`config.mk`:
```
export PLATFORM = sky130hd
export DESIGN_NAME = adc_seq_alarm
export DESIGN_NICKNAME = d
export VERILOG_FILES = /design/src/pkg/adc_seq_pkg.sv /design/src/rtl/adc_seq_alarm.sv
export SDC_FILE = /design/constraint.sdc
export NUM_CORES = 1
export LEC_CHECK = 0
export BUFFER_PORTS_ARGS = -buffer_cell sky130_fd_sc_hd__buf_2
export CAP_MARGIN = 30
export CORE_UTILIZATION = 55
export CTS_BUF_LIST = sky130_fd_sc_hd__clkbuf_16
export DETAILED_ROUTE_END_ITERATION = 7
export PLACE_DENSITY = 0.73
export SYNTH_ARGS = -nofsm -noshare
export SYNTH_HDL_FRONTEND = slang
export SYNTH_SLANG_ARGS = --single-unit
```
`constraint.sdc`:
```
create_clock -name clock -period 5.2 [get_ports clock]
set_input_delay 0.52 -clock clock [delete_from_list [all_inputs] [get_ports clock]]
set_output_delay 0.52 -clock clock [all_outputs]
set_load 0.01 [all_outputs]
```
`src/pkg/adc_seq_pkg.sv`:
```
package adc_seq_pkg;
  localparam int ADDR_W    = 8;
  localparam int DATA_W    = 16;
  localparam int RES_W     = 12;
  localparam int CH_W      = 4;
  localparam int NUM_CH    = 16;
  localparam int TEMP_W    = 10;
  localparam int NUM_SLOTS = 18;
  localparam int SLOT_W    = 5;

  localparam logic [ADDR_W-1:0] STATUS_ADDR      = 8'h4f;
  localparam logic [ADDR_W-1:0] SEL_LOW_ADDR     = 8'h50;
  localparam logic [ADDR_W-1:0] SEL_HIGH_ADDR    = 8'h51;
  localparam logic [ADDR_W-1:0] RESULT_BASE_ADDR = 8'h60;
  localparam logic [ADDR_W-1:0] RESULT_COUNT     = 8'h10;

  localparam logic [DATA_W-1:0] SEL_RESET    = 16'h0000;
  localparam logic [DATA_W-1:0] SEL_LOW_MASK = 16'h7fff;
  localparam logic [DATA_W-1:0] SEL_HI_MASK  = 16'h7000;
  localparam logic [DATA_W-1:0] STATUS_RESET = 16'h0000;

  localparam int R1_OVER_BIT  = 7;
  localparam int R2_UNDER_BIT = 6;
  localparam int R2_OVER_BIT  = 5;
  localparam int R1_FAULT_BIT = 4;
  localparam int R2_FAULT_BIT = 3;
  localparam int DIE_HOT_BIT  = 2;

  localparam int SE0_BIT  = 14;
  localparam int SE1_BIT  = 13;
  localparam int SE2_BIT  = 11;
  localparam int SE3_BIT  = 10;
  localparam int SE13_BIT = 14;

  localparam int SLOT_DFA        = 2;
  localparam int SLOT_DFB        = 5;
  localparam int SLOT_HIGH_FIRST = 15;
  localparam int SLOT_SE4        = 6;
  localparam int SLOT_SE4_SHIFT  = 2;
  localparam int PAIR_A_POS_CH   = 0;
  localparam int PAIR_B_POS_CH   = 2;

  localparam int THERM_SET_C  = 150;
  localparam int THERM_HYST_C = 8;

  typedef enum logic [1:0] {SEQ_IDLE, SEQ_ISSUE, SEQ_WAIT} seq_state_t;
endpackage : adc_seq_pkg

```
`src/rtl/adc_seq_alarm.sv`:
```
// Functional notes
// - Remote one over flag, bit 7, when enabled
// - Remote two under flag, bit 6, when enabled
// - Remote two over flag, bit 5, when enabled
// - Remote one fault flag, bit 4, when enabled
// - Remote two fault flag, bit 3, when enabled
// - Die overheat flag at 150 C or above
// - Overheat flag zero while on-chip sensor off
// - Overheat clears only 8 C below set point
// - Visit low register 14..0, then high 14..12
// - Convert only inputs whose select bit is set
// - Single-ended results stored straight binary per channel
// - Pair A differential result into result zero
// - Pair B differential result into result two
// - Bits 14 or 13 set suppress pair A
// - Bits 11 or 10 set suppress pair B
// - Differential only when both single bits clear
// - Low bits 8..0 enable inputs 4..12
// - High bits 14..12 enable inputs 13..15
// - Latched flags hold until cleared and read, except overheat, which drops once the sensor is off
`timescale 1ns/1ps
module adc_seq_alarm (
  input  wire logic                                   clock,
  input  wire logic                                   reset_n,
  input  wire logic                                   clock_enable,
  input  wire logic [adc_seq_pkg::ADDR_W-1:0]         reg_address,
  input  wire logic [adc_seq_pkg::DATA_W-1:0]         reg_write_data,
  input  wire logic                                   reg_write_strobe,
  input  wire logic                                   reg_read_strobe,
  output logic      [adc_seq_pkg::DATA_W-1:0]         reg_read_data,
  input  wire logic                                   remote_one_enable,
  input  wire logic                                   remote_two_enable,
  input  wire logic                                   on_chip_temp_sensor,
  input  wire logic                                   flag_hold_disable,
  input  wire logic                                   remote_one_over_cond,
  input  wire logic                                   remote_two_under_cond,
  input  wire logic                                   remote_two_over_cond,
  input  wire logic                                   remote_one_fault_cond,
  input  wire logic                                   remote_two_fault_cond,
  input  wire logic signed [adc_seq_pkg::TEMP_W-1:0]  die_temp,
  input  wire logic                                   start_sweep,
  input  wire logic                                   conv_done,
  input  wire logic [adc_seq_pkg::RES_W-1:0]          conv_code,
  output logic                                        conv_start,
  output logic      [adc_seq_pkg::CH_W-1:0]           conv_channel,
  output logic                                        conv_differential,
  output logic                                        sweep_busy
);
  import adc_seq_pkg::*;

  localparam logic signed [TEMP_W-1:0] SET_T   = TEMP_W'(THERM_SET_C);
  localparam logic signed [TEMP_W-1:0] CLEAR_T = TEMP_W'(THERM_SET_C - THERM_HYST_C);

  function automatic logic slot_bit(input int s, input logic [DATA_W-1:0] lo,
                                    input logic [DATA_W-1:0] hi);
    if (s < SLOT_HIGH_FIRST)
      return lo[SE0_BIT - s];
    return hi[SE13_BIT - (s - SLOT_HIGH_FIRST)];
  endfunction : slot_bit

  function automatic logic slot_active(input int s, input logic [DATA_W-1:0] lo,
                                       input logic [DATA_W-1:0] hi);
    logic b;
    b = slot_bit(s, lo, hi);
    if (s == SLOT_DFA)
      b = b & ~lo[SE0_BIT] & ~lo[SE1_BIT];
    if (s == SLOT_DFB)
      b = b & ~lo[SE2_BIT] & ~lo[SE3_BIT];
    return b;
  endfunction : slot_active

  function automatic logic [CH_W-1:0] slot_channel(input int s);
    logic [CH_W-1:0] c;
    if (s < SLOT_DFA)
      c = CH_W'(s);
    else if (s == SLOT_DFA)
      c = CH_W'(PAIR_A_POS_CH);
    else if (s < SLOT_DFB)
      c = CH_W'(s - 1);
    else if (s == SLOT_DFB)
      c = CH_W'(PAIR_B_POS_CH);
    else
      c = CH_W'(s - SLOT_SE4_SHIFT);
    return c;
  endfunction : slot_channel

  // Lowest active slot at or after from; top bit says one was found
  function automatic logic [SLOT_W:0] find_next(input int from, input logic [DATA_W-1:0] lo,
                                                input logic [DATA_W-1:0] hi);
    logic [SLOT_W:0] r;
    r = '0;
    for (int s = NUM_SLOTS - 1; s >= 0; s--)
    begin
      if (s >= from && slot_active(s, lo, hi))
        r = {1'b1, SLOT_W'(s)};
    end
    return r;
  endfunction : find_next

  logic [DATA_W-1:0] sel_low;
  logic [DATA_W-1:0] sel_high;
  logic [DATA_W-1:0] next_sel_low;
  logic [DATA_W-1:0] next_sel_high;
  logic [DATA_W-1:0] next_read_data;
  logic [DATA_W-1:0] status_flags;
  logic [DATA_W-1:0] next_status_flags;
  logic [DATA_W-1:0] flag_cond;
  logic              therm_active;
  logic              next_therm_active;
  logic              status_read;
  logic [ADDR_W-1:0] result_offset;
  logic [RES_W-1:0]  results [NUM_CH];
  logic [RES_W-1:0]  next_results [NUM_CH];
  seq_state_t        state;
  seq_state_t        next_state;
  logic [SLOT_W-1:0] cur_slot;
  logic [SLOT_W-1:0] next_cur_slot;
  logic [DATA_W-1:0] sweep_low;
  logic [DATA_W-1:0] sweep_high;
  logic [DATA_W-1:0] next_sweep_low;
  logic [DATA_W-1:0] next_sweep_high;
  logic              next_conv_start;
  logic [CH_W-1:0]   next_conv_channel;
  logic              next_conv_differential;
  logic              next_sweep_busy;
  logic [SLOT_W:0]   pick;

  assign status_read   = reg_read_strobe && reg_address == STATUS_ADDR;
  assign result_offset = reg_address - RESULT_BASE_ADDR;

  // Register bus
  always_comb
  begin
    next_sel_low   = sel_low;
    next_sel_high  = sel_high;
    next_read_data = '0;
    if (reg_write_strobe && reg_address == SEL_LOW_ADDR)
      next_sel_low = reg_write_data & SEL_LOW_MASK;
    if (reg_write_strobe && reg_address == SEL_HIGH_ADDR)
      next_sel_high = reg_write_data & SEL_HI_MASK;
    if (reg_read_strobe)
    begin
      if (reg_address == STATUS_ADDR)
        next_read_data = status_flags;
      else if (reg_address == SEL_LOW_ADDR)
        next_read_data = sel_low;
      else if (reg_address == SEL_HIGH_ADDR)
        next_read_data = sel_high;
      else if (result_offset < RESULT_COUNT)
        next_read_data = DATA_W'(results[result_offset[CH_W-1:0]]);
    end
  end

  always_ff @(posedge clock or negedge reset_n)
  begin
    if (!reset_n)
    begin
      sel_low       <= SEL_RESET;
      sel_high      <= SEL_RESET;
      reg_read_data <= '0;
    end
    else if (clock_enable)
    begin
      sel_low       <= next_sel_low;
      sel_high      <= next_sel_high;
      reg_read_data <= next_read_data;
    end
  end

  // Alarm flags
  always_comb
  begin
    flag_cond               = '0;
    flag_cond[R1_OVER_BIT]  = remote_one_over_cond & remote_one_enable;
    flag_cond[R2_UNDER_BIT] = remote_two_under_cond & remote_two_enable;
    flag_cond[R2_OVER_BIT]  = remote_two_over_cond & remote_two_enable;
    flag_cond[R1_FAULT_BIT] = remote_one_fault_cond & remote_one_enable;
    flag_cond[R2_FAULT_BIT] = remote_two_fault_cond & remote_two_enable;
    flag_cond[DIE_HOT_BIT]  = therm_active;
    next_therm_active = therm_active;
    if (!on_chip_temp_sensor)
      next_therm_active = 1'b0;
    else if (die_temp >= SET_T)
      next_therm_active = 1'b1;
    else if (die_temp <= CLEAR_T)
      next_therm_active = 1'b0;
    // A read never hides a live condition: the set term wins
    if (flag_hold_disable)
      next_status_flags = flag_cond;
    else if (status_read)
      next_status_flags = flag_cond;
    else
      next_status_flags = status_flags | flag_cond;
    if (!on_chip_temp_sensor)
      next_status_flags[DIE_HOT_BIT] = 1'b0;
  end

  always_ff @(posedge clock or negedge reset_n)
  begin
    if (!reset_n)
    begin
      status_flags <= STATUS_RESET;
      therm_active <= 1'b0;
    end
    else if (clock_enable)
    begin
      status_flags <= next_status_flags;
      therm_active <= next_therm_active;
    end
  end

  // Channel sequencer; selections are snapshotted so a mid-sweep write cannot reorder it
  always_comb
  begin
    next_state      = state;
    next_cur_slot   = cur_slot;
    next_sweep_low  = sweep_low;
    next_sweep_high = sweep_high;
    next_conv_start = 1'b0;
    next_results    = results;
    pick            = '0;
    unique case (state)
      SEQ_IDLE:
      begin
        if (start_sweep)
        begin
          next_sweep_low  = sel_low;
          next_sweep_high = sel_high;
          pick = find_next(0, sel_low, sel_high);
          if (pick[SLOT_W])
          begin
            next_cur_slot = pick[SLOT_W-1:0];
            next_state    = SEQ_ISSUE;
          end
        end
      end
      SEQ_ISSUE:
      begin
        next_conv_start = 1'b1;
        next_state      = SEQ_WAIT;
      end
      SEQ_WAIT:
      begin
        if (conv_done)
        begin
          // Converter supplies binary or two's complement per the mode it was given
          next_results[conv_channel] = conv_code;
          pick = find_next(int'(cur_slot) + 1, sweep_low, sweep_high);
          if (pick[SLOT_W])
          begin
            next_cur_slot = pick[SLOT_W-1:0];
            next_state    = SEQ_ISSUE;
          end
          else
            next_state = SEQ_IDLE;
        end
      end
    endcase
    next_conv_channel      = slot_channel(int'(next_cur_slot));
    next_conv_differential = next_cur_slot == SLOT_W'(SLOT_DFA)
                             || next_cur_slot == SLOT_W'(SLOT_DFB);
    next_sweep_busy        = next_state != SEQ_IDLE;
  end

  always_ff @(posedge clock or negedge reset_n)
  begin
    if (!reset_n)
    begin
      state             <= SEQ_IDLE;
      cur_slot          <= '0;
      sweep_low         <= SEL_RESET;
      sweep_high        <= SEL_RESET;
      conv_start        <= 1'b0;
      conv_channel      <= '0;
      conv_differential <= 1'b0;
      sweep_busy        <= 1'b0;
      for (int i = 0; i < NUM_CH; i++)
        results[i] <= '0;
    end
    else if (clock_enable)
    begin
      state             <= next_state;
      cur_slot          <= next_cur_slot;
      sweep_low         <= next_sweep_low;
      sweep_high        <= next_sweep_high;
      conv_start        <= next_conv_start;
      conv_channel      <= next_conv_channel;
      conv_differential <= next_conv_differential;
      sweep_busy        <= next_sweep_busy;
      results           <= next_results;
    end
  end
endmodule : adc_seq_alarm

```
== After elaboration in Yosys (flattened, before gate mapping) ==
Cells that the tools add are included.
W data, S select, Z words.

* Bits in registers: 275
* Input bits: 62
* Output and inout port bits: 23
* Logic and storage cells: 297

* Add/sub/neg operators: 4
* $lt $le $gt $ge: 26
* Eq/ne operators: 10
* Muxes and demuxes: 174
* Bitwise logic cells: 24
* Reductions and logical operators: 30

{| class="wikitable"
|+ Operators with widths
! cell !! number
|-
| $mux W6 || 40
|-
| $bwmux W192 || 1
|-
| $mux W1 || 108
|-
| $mux W16 || 6
|-
| $bmux W12 S4 || 1
|-
| $demux W12 S4 || 1
|-
| $ge A4 B6 Y1 const A || 8
|-
| $mux W12 || 4
|-
| $eq A8 B7 Y1 const B || 3
|-
| $ge A3 B6 Y1 const A || 4
|-
| $logic_and A1 B1 Y1 || 22
|-
| $mux W5 || 4
|-
| $mux W4 || 4
|-
| $or A16 B8 Y16 || 1
|-
| $and A1 B1 Y1 || 13
|-
| $ge A1 B6 Y1 const A || 2
|-
| $ge A2 B6 Y1 const A || 2
|-
| $ge A5 B6 Y1 const A || 2
|-
| $eq A5 B3 Y1 const B || 2
|-
| $ge A10 B9 Y1 const B || 1
|-
| $ge A5 B5 Y1 const B || 2
|-
| $le A10 B9 Y1 const B || 1
|-
| $not A4 Y5 || 2
|-
| $pmux W5 S2 || 1
|-
| other kinds (21) || 33
|}

== Logic depth before layout (Yosys ltp) ==
* Depth after elaboration: 31
* Gate-level depth with buffers: 18
* Depth with buffers taken out: 17

== Worst setup path before layout ==
Ideal clock, no wire load.

* Path kind: register to register
* From: register cur_slot[0]
* To: register conv_channel[1] (netlist bit)
* Setup time: 0.065 ns
* Arrival: 3.770 ns
* Required time: 5.135 ns
* Path slack: 1.365 ns
* Cell stages (with the launch flop): 18
* Buffers on the path: 2
* Period minus slack after synthesis: 3.835 ns
* Cell sequence: dfrtp_1 -> buf_6 -> inv_1 -> ha_1 -> buf_2 -> or4b_2 -> o221ai_1 -> a21oi_1 -> nor2b_1 -> nand2_1 -> o41a_1 -> nand3_2 -> inv_1 -> ha_1 -> a31o_2 -> o21ai_0 -> o311a_1 -> o22a_1

* Cells in the longest elaborated chain, start to end: 31
* Elaborated cells on any way between the ends: 72
* Those cells by class: add/sub: 3; order compare: 20; eq/ne: 2; mux: 29; reduce/logical: 18

{| class="wikitable"
|+ Ends and longest elaborated chain
! element !! line !! source
|-
| from (decl) || adc_seq_alarm.sv:116 || <nowiki>logic [SLOT_W-1:0] cur_slot;</nowiki>
|-
| from (signal assigned) || adc_seq_alarm.sv:283 || <nowiki>cur_slot <= next_cur_slot;</nowiki>
|-
| $add A5 B1 Y6 || adc_seq_alarm.sv:248 || <nowiki>pick = find_next(int'(cur_slot) + 1, sweep_low, sweep_high);</nowiki>
|-
| $ge A5 B6 Y1 || adc_seq_alarm.sv:94 || <nowiki>if (s >= from && slot_active(s, lo, hi))</nowiki>
|-
| $logic_and A1 B1 Y1 || adc_seq_alarm.sv:94 ||
|-
| $mux W6 (18 in series) || adc_seq_alarm.sv:94 ||
|-
| $mux W6 || adc_seq_alarm.sv:244 || <nowiki>if (conv_done)</nowiki>
|-
| $mux W6 || adc_seq_alarm.sv:222 || <nowiki>unique case (state)</nowiki>
|-
| $mux W5 || adc_seq_alarm.sv:249 || <nowiki>if (pick[SLOT_W])</nowiki>
|-
| $mux W5 || adc_seq_alarm.sv:244 ||
|-
| $pmux W5 S2 * || adc_seq_alarm.sv:222 ||
|-
| named net next_cur_slot[0] || adc_seq_alarm.sv:117 || <nowiki>logic [SLOT_W-1:0] next_cur_slot;</nowiki>
|-
| $sub A4 B2 Y4 / $eq A5 B4 Y1 (equally long branches) || adc_seq_alarm.sv:83, adc_seq_alarm.sv:80 ||
|-
| $mux W4 || adc_seq_alarm.sv:80 || <nowiki>else if (s == SLOT_DFB)</nowiki>
|-
| $mux W4 || adc_seq_alarm.sv:78 || <nowiki>else if (s < SLOT_DFB)</nowiki>
|-
| $mux W4 || adc_seq_alarm.sv:76 || <nowiki>else if (s == SLOT_DFA)</nowiki>
|-
| $mux W4 * || adc_seq_alarm.sv:74 || <nowiki>if (s < SLOT_DFA)</nowiki>
|-
| to (signal assigned) || adc_seq_alarm.sv:287 || <nowiki>conv_channel <= next_conv_channel;</nowiki>
|-
| to (decl) || adc_seq_alarm.sv:45 || <nowiki>output logic [adc_seq_pkg::CH_W-1:0] conv_channel,</nowiki>
|}

The timed path passes the listed nets; every way through them passes the cells marked *. The select of a mux whose other input is x is not followed.
A chain may end at the register's enable or synchronous reset.

== Final worst setup path ==
* From: register cur_slot[0]
* To: register conv_channel[1] (netlist bit)

* Cells in the longest elaborated chain, start to end: 31
* Elaborated cells on any way between the ends: 72
* Those cells by class: add/sub: 3; order compare: 20; eq/ne: 2; mux: 29; reduce/logical: 18

{| class="wikitable"
|+ Ends and longest elaborated chain
! element !! line
|-
| $add A5 B1 Y6 * || adc_seq_alarm.sv:248
|-
| $ge A5 B6 Y1 || adc_seq_alarm.sv:94
|-
| $logic_and A1 B1 Y1 || adc_seq_alarm.sv:94
|-
| $mux W6 (17 in series) || adc_seq_alarm.sv:94
|-
| $mux W6 * || adc_seq_alarm.sv:94
|-
| $mux W6 * || adc_seq_alarm.sv:244
|-
| $mux W6 * || adc_seq_alarm.sv:222
|-
| $mux W5 * || adc_seq_alarm.sv:249
|-
| $mux W5 * || adc_seq_alarm.sv:244
|-
| $pmux W5 S2 * || adc_seq_alarm.sv:222
|-
| named net next_cur_slot[2] || adc_seq_alarm.sv:117
|-
| branches (longest 4 deep; another with $lt A5 B3 Y1) || -
|-
| $mux W4 * || adc_seq_alarm.sv:74
|}

Mark *: on every way through the listed nets, which the timed path passes. The select of a mux whose other input is x is not followed.

==> summary.txt <==
Clock network
  – Inserted Clock Buffers: 28
  – Clock Latency Late Sink: roughly 0.54 ns
  – Resized Gates After CTS: 0
  – CTS clk-pin slew, worst paths: 0.06 ns
  – Cts hold-fix bufs: 0
  – CTS sink count: roughly 270
  – Post-CTS Setup Repair Bufs: 0
  – Clock tree buffer depth: 3
  – CTS Root Cell: clkbuf_16
  – H-tree Lvls: 1
  – CTS tree: done

Setup path
  – R2R cell count: 16
  – CP startpoint kind: flip-flop
  – Critical path class: reg -> reg
  – Worst-path cell chain: ha_1 > buf_4 > nand4b_1 > a311oi_1 > a31oi_1 > o21ai_0 > or4b_4 > o22ai_1 > o21ai_0 > nand2_1 > inv_1 > ha_1 > a31o_2 > o21ai_0 > o311a_1 > o22a_1
  – RR Endpoint: conv_channel[1]
  – Critical path required time: roughly 5.7 ns
  – Crit path DAT: roughly 5.2 ns
  – Reg-to-reg critical path startpoint: cur_slot[0]
  – Slowest cell on the critical path: dfrtp_1
  – CP Capture Type: flip-flop
  – CP max FO: 11
  – Crit-path most repeated cell: o21ai_0
  – Register-to-Register Setup Slack: 0.49 ns
  – Slowest Stage Delay on Critical Path: 0.63 ns

Route
  – Via count: just under 9000
  – Vias per cell: ~6.3
  – Final ANT Viol Nets: 0
  – DRT iter0 DRCs: ~530
  – Routed wire per std cell: roughly 23 um
  – Total iterations of the first detailed-routing run: 5
  – # DRC: 0
  – Post-Route WL: approximately 32000 um

Power and ir drop
  – Comb power frac: 30.9%
  – VDD IR max: roughly 0.00030 V
  – PD cells: about 470 nW/um2
  – Clock power share: 26.4%
  – Sequential Power Share: between 40% and 50%
  – Static Leak: slightly above 7 nW
  – NetSw: 2.25 mW
  – Switch share: between 30% and 40%
  – Internal power: around 4.9 mW

Timing
  – Fmax: roughly 0.21 GHz
  – Setup TNS: 0 ns
  – Crit path time final: 4.71 ns
  – Final setup viols: 0
  – Slew Limit Headroom: about a third
  – Period utilization: 90.6%
  – Worst Skew: roughly 0.017 ns
  – Worst slew pin tran: between 0.9 and 1 ns
  – Unrepaired setup endpoints after global routing: no
  – Max Slew Vio Count: 0
  – Final hold vios: 0

Floorplan
  – Starting density of the core: 56.7%
  – Core area: between 20000 and 25000 um2
  – Die Y: around 160 um
  – # IOs: between 80 and 90
  – Chip width: between 150 and 200 um
  – Die ar.: between 20000 and 30000 um2
  – Rows: 56

GRT
  – Vias in the first global route: about 9000
  – GRT Util Overall: 26.9%
  – Largest net degree at the start of global routing: around 110
  – First-pass GRT wire length: 51100 um
  – Initial antenna violation count: 1
  – Total gr overflow: 0

Synthesis
  – Post-synth top cells: dfrtp_1, mux2_2, mux4_2
  – Simple-Gate Fraction of Synth Area: 7.39%
  – Avg Cell Area, Syn: 13.2 um2
  – Mux cell area share after synthesis: just under 30%
  – Post-Synth Adder-Cell Area: 1.39%
  – Flops & latches, synth: around 270
  – Synth Cell Area: ~13000 um2
  – Top cells by area, synth: dfrtp_1, mux2_2, mux4_2
  – Synth Instances: 1018
  – Post-synthesis sequential area ratio: 49.4%
  – Cell taking the most area after synthesis: dfrtp_1
  – Post-synthesis cell type count: 86
  – Post-Syn Nets: ~1100
  – Ys Warns: 0
  – Share of the synthesized area in the top cell type: between 40% and 50%
  – Largest family of logic cells by synthesized area: multiplexers
  – Most frequent cell after synthesis: dfrtp_1
  – Ys flop type: dfrtp_1
  – Asr flop ratio synth: 100%
  – EDFF count, synth: 0
  – Post-Synth XOR/XNOR Area: less than 1%
  – Synth Area in Compound Gates: 9.29%

Run
  – Max-Cap Viols: 0

Final layout
  – Layout cell share with drive strength beyond 1: 41.6%
  – ANT cells: 0
  – Layout Nets: roughly 1200
  – Non-Filler Instances: 1421
  – Area Overhead vs Synth: 11.6%

Placement
  – Post-DP HPWL: about 21000 um
  – Placed Cells: around 1400
  – Gpl congestion: roughly 0.93
  – Input/output buffers: 83

Worst hold path
  – Min-Delay Path Class: in -> async

Outcome
  – Status: complete, no violations
==> critical path: cells and delay by family (launching register included) <==
kind	cells	cell delay [ns]
buffers and inverters	2	0.35
adders and majority gates	2	0.67
DFF	1	0.63
AOI/OAI and AO/OA	9	1.98
and+or+nand+nor	3	1.04
==> area by class of cell <==
| type | count | area, um2 |
|---|---|---|
| multi-input cells | 659 | 6400 |
| inverters | 22 | 82.6 |
| fillers | 1853 | 8680 |
| repair buffers | 105 | 623 |
| flip-flops and latches | 265 | 6630 |
| well taps | 319 | 399 |
| clock buffers | 28 | 701 |
| clock inverters | 23 | 160 |
==> registers in the layout, indices dropped and copies added, names as in the netlist <==
register and flops:
sweep_busy 1, sweep_low 15, sel_low 15, conv_start 1, cur_slot 5, status_flags 6, state 2, sweep_high 3
reg_read_data 16, sel_high 3, conv_channel 4, therm_active 1, conv_differential 1, results 192
==> power groups by stage <==
stage | registers (mW) | clock network, mW | logic [mW]
floorplan | 2.89 | 0 | 1.77
global placement | 3.03 | 0 | 2.12
detailed placement | 3.06 | 0 | 2.18
CTS | 3.03 | 1.90 | 2.19
global route | 3.11 | 1.98 | 2.40
finish | 3.04 | 1.87 | 2.20
==> cell usage in the layout (no fill, tap or decap), types with 4 or more instances in the layout <==
cell       instances
a21o_1             5
buf_4             20
nor3b_1            4
o31ai_1           10
mux4_2            60
nand2b_1           6
a222oi_1           6
nor3_1            11
ha_1              14
clkbuf_16         28
nor4b_1            4
mux2_2           225
a22oi_1           11
or3_1              4
a31oi_1            9
nand3_1           15
nor2_1            39
o2bb2ai_1         16
o21bai_1           5
nor4_1             5
a21oi_1           21
nor2b_1           13
a21boi_0           4
and3_1             6
a211oi_1           4
inv_1             28
nand2_1           38
clkinv_2           4
clkinv_1           9
or2_2              7
dfrtp_1          265
a32o_1             5
buf_2             82
o21ai_0           31
==> routing by layer <==
metal  global-route usage [%]  vias to the layer above  part of all wire (%)
met4                     7.78                        2                   2.8
met2                     44.8                      257                    49
met5                        0                        -                 0.037
met3                     2.91                       62                   4.5
li1                         -                     3972                     -
met1                     37.5                     4601                    44
==> cell families after synthesis <==
| family | count (synthesis) |
|---|---|
| compound gates | 169 |
| xor+xnor | 3 |
| fa+ha+maj | 15 |
| buf+inv | 94 |
| flops | 265 |
| mux | 289 |
| simple gates | 183 |
==> worst max path at each step <==
stage | slack, ns | endpoint | depth (start not counted) | startpoint
6_report | 0.49 | conv_channel[1] | 16 | cur_slot[0]
3_5_place_dp | 0.63 | conv_channel[1] | 16 | cur_slot[0]
4_1_cts | 0.59 | conv_channel[1] | 16 | cur_slot[0]
2_1_floorplan | 1.36 | conv_channel[1] | 17 | cur_slot[0]
3_3_place_gp | 0.54 | conv_channel[1] | 14 | cur_slot[0]
5_1_grt | 0.08 | conv_channel[1] | 16 | cur_slot[0]
==> through the flow <==
step	utilization, %	hold slack, ns	area, um2	worst slack [ns]	total power, mW
after floorplan	-	0.224	13400	1.36	4.67
after global placement	59.6	0.470	14100	0.539	5.15
after detailed placement	59.7	0.476	14100	0.633	5.24
after CTS	63.3	0.0947	15000	0.590	7.12
after global routing	63.3	0.131	15000	0.0803	7.50
final	63.3	0.0485	15000	0.489	7.11
No activity file was read; power rests on OpenSTA's default activity.
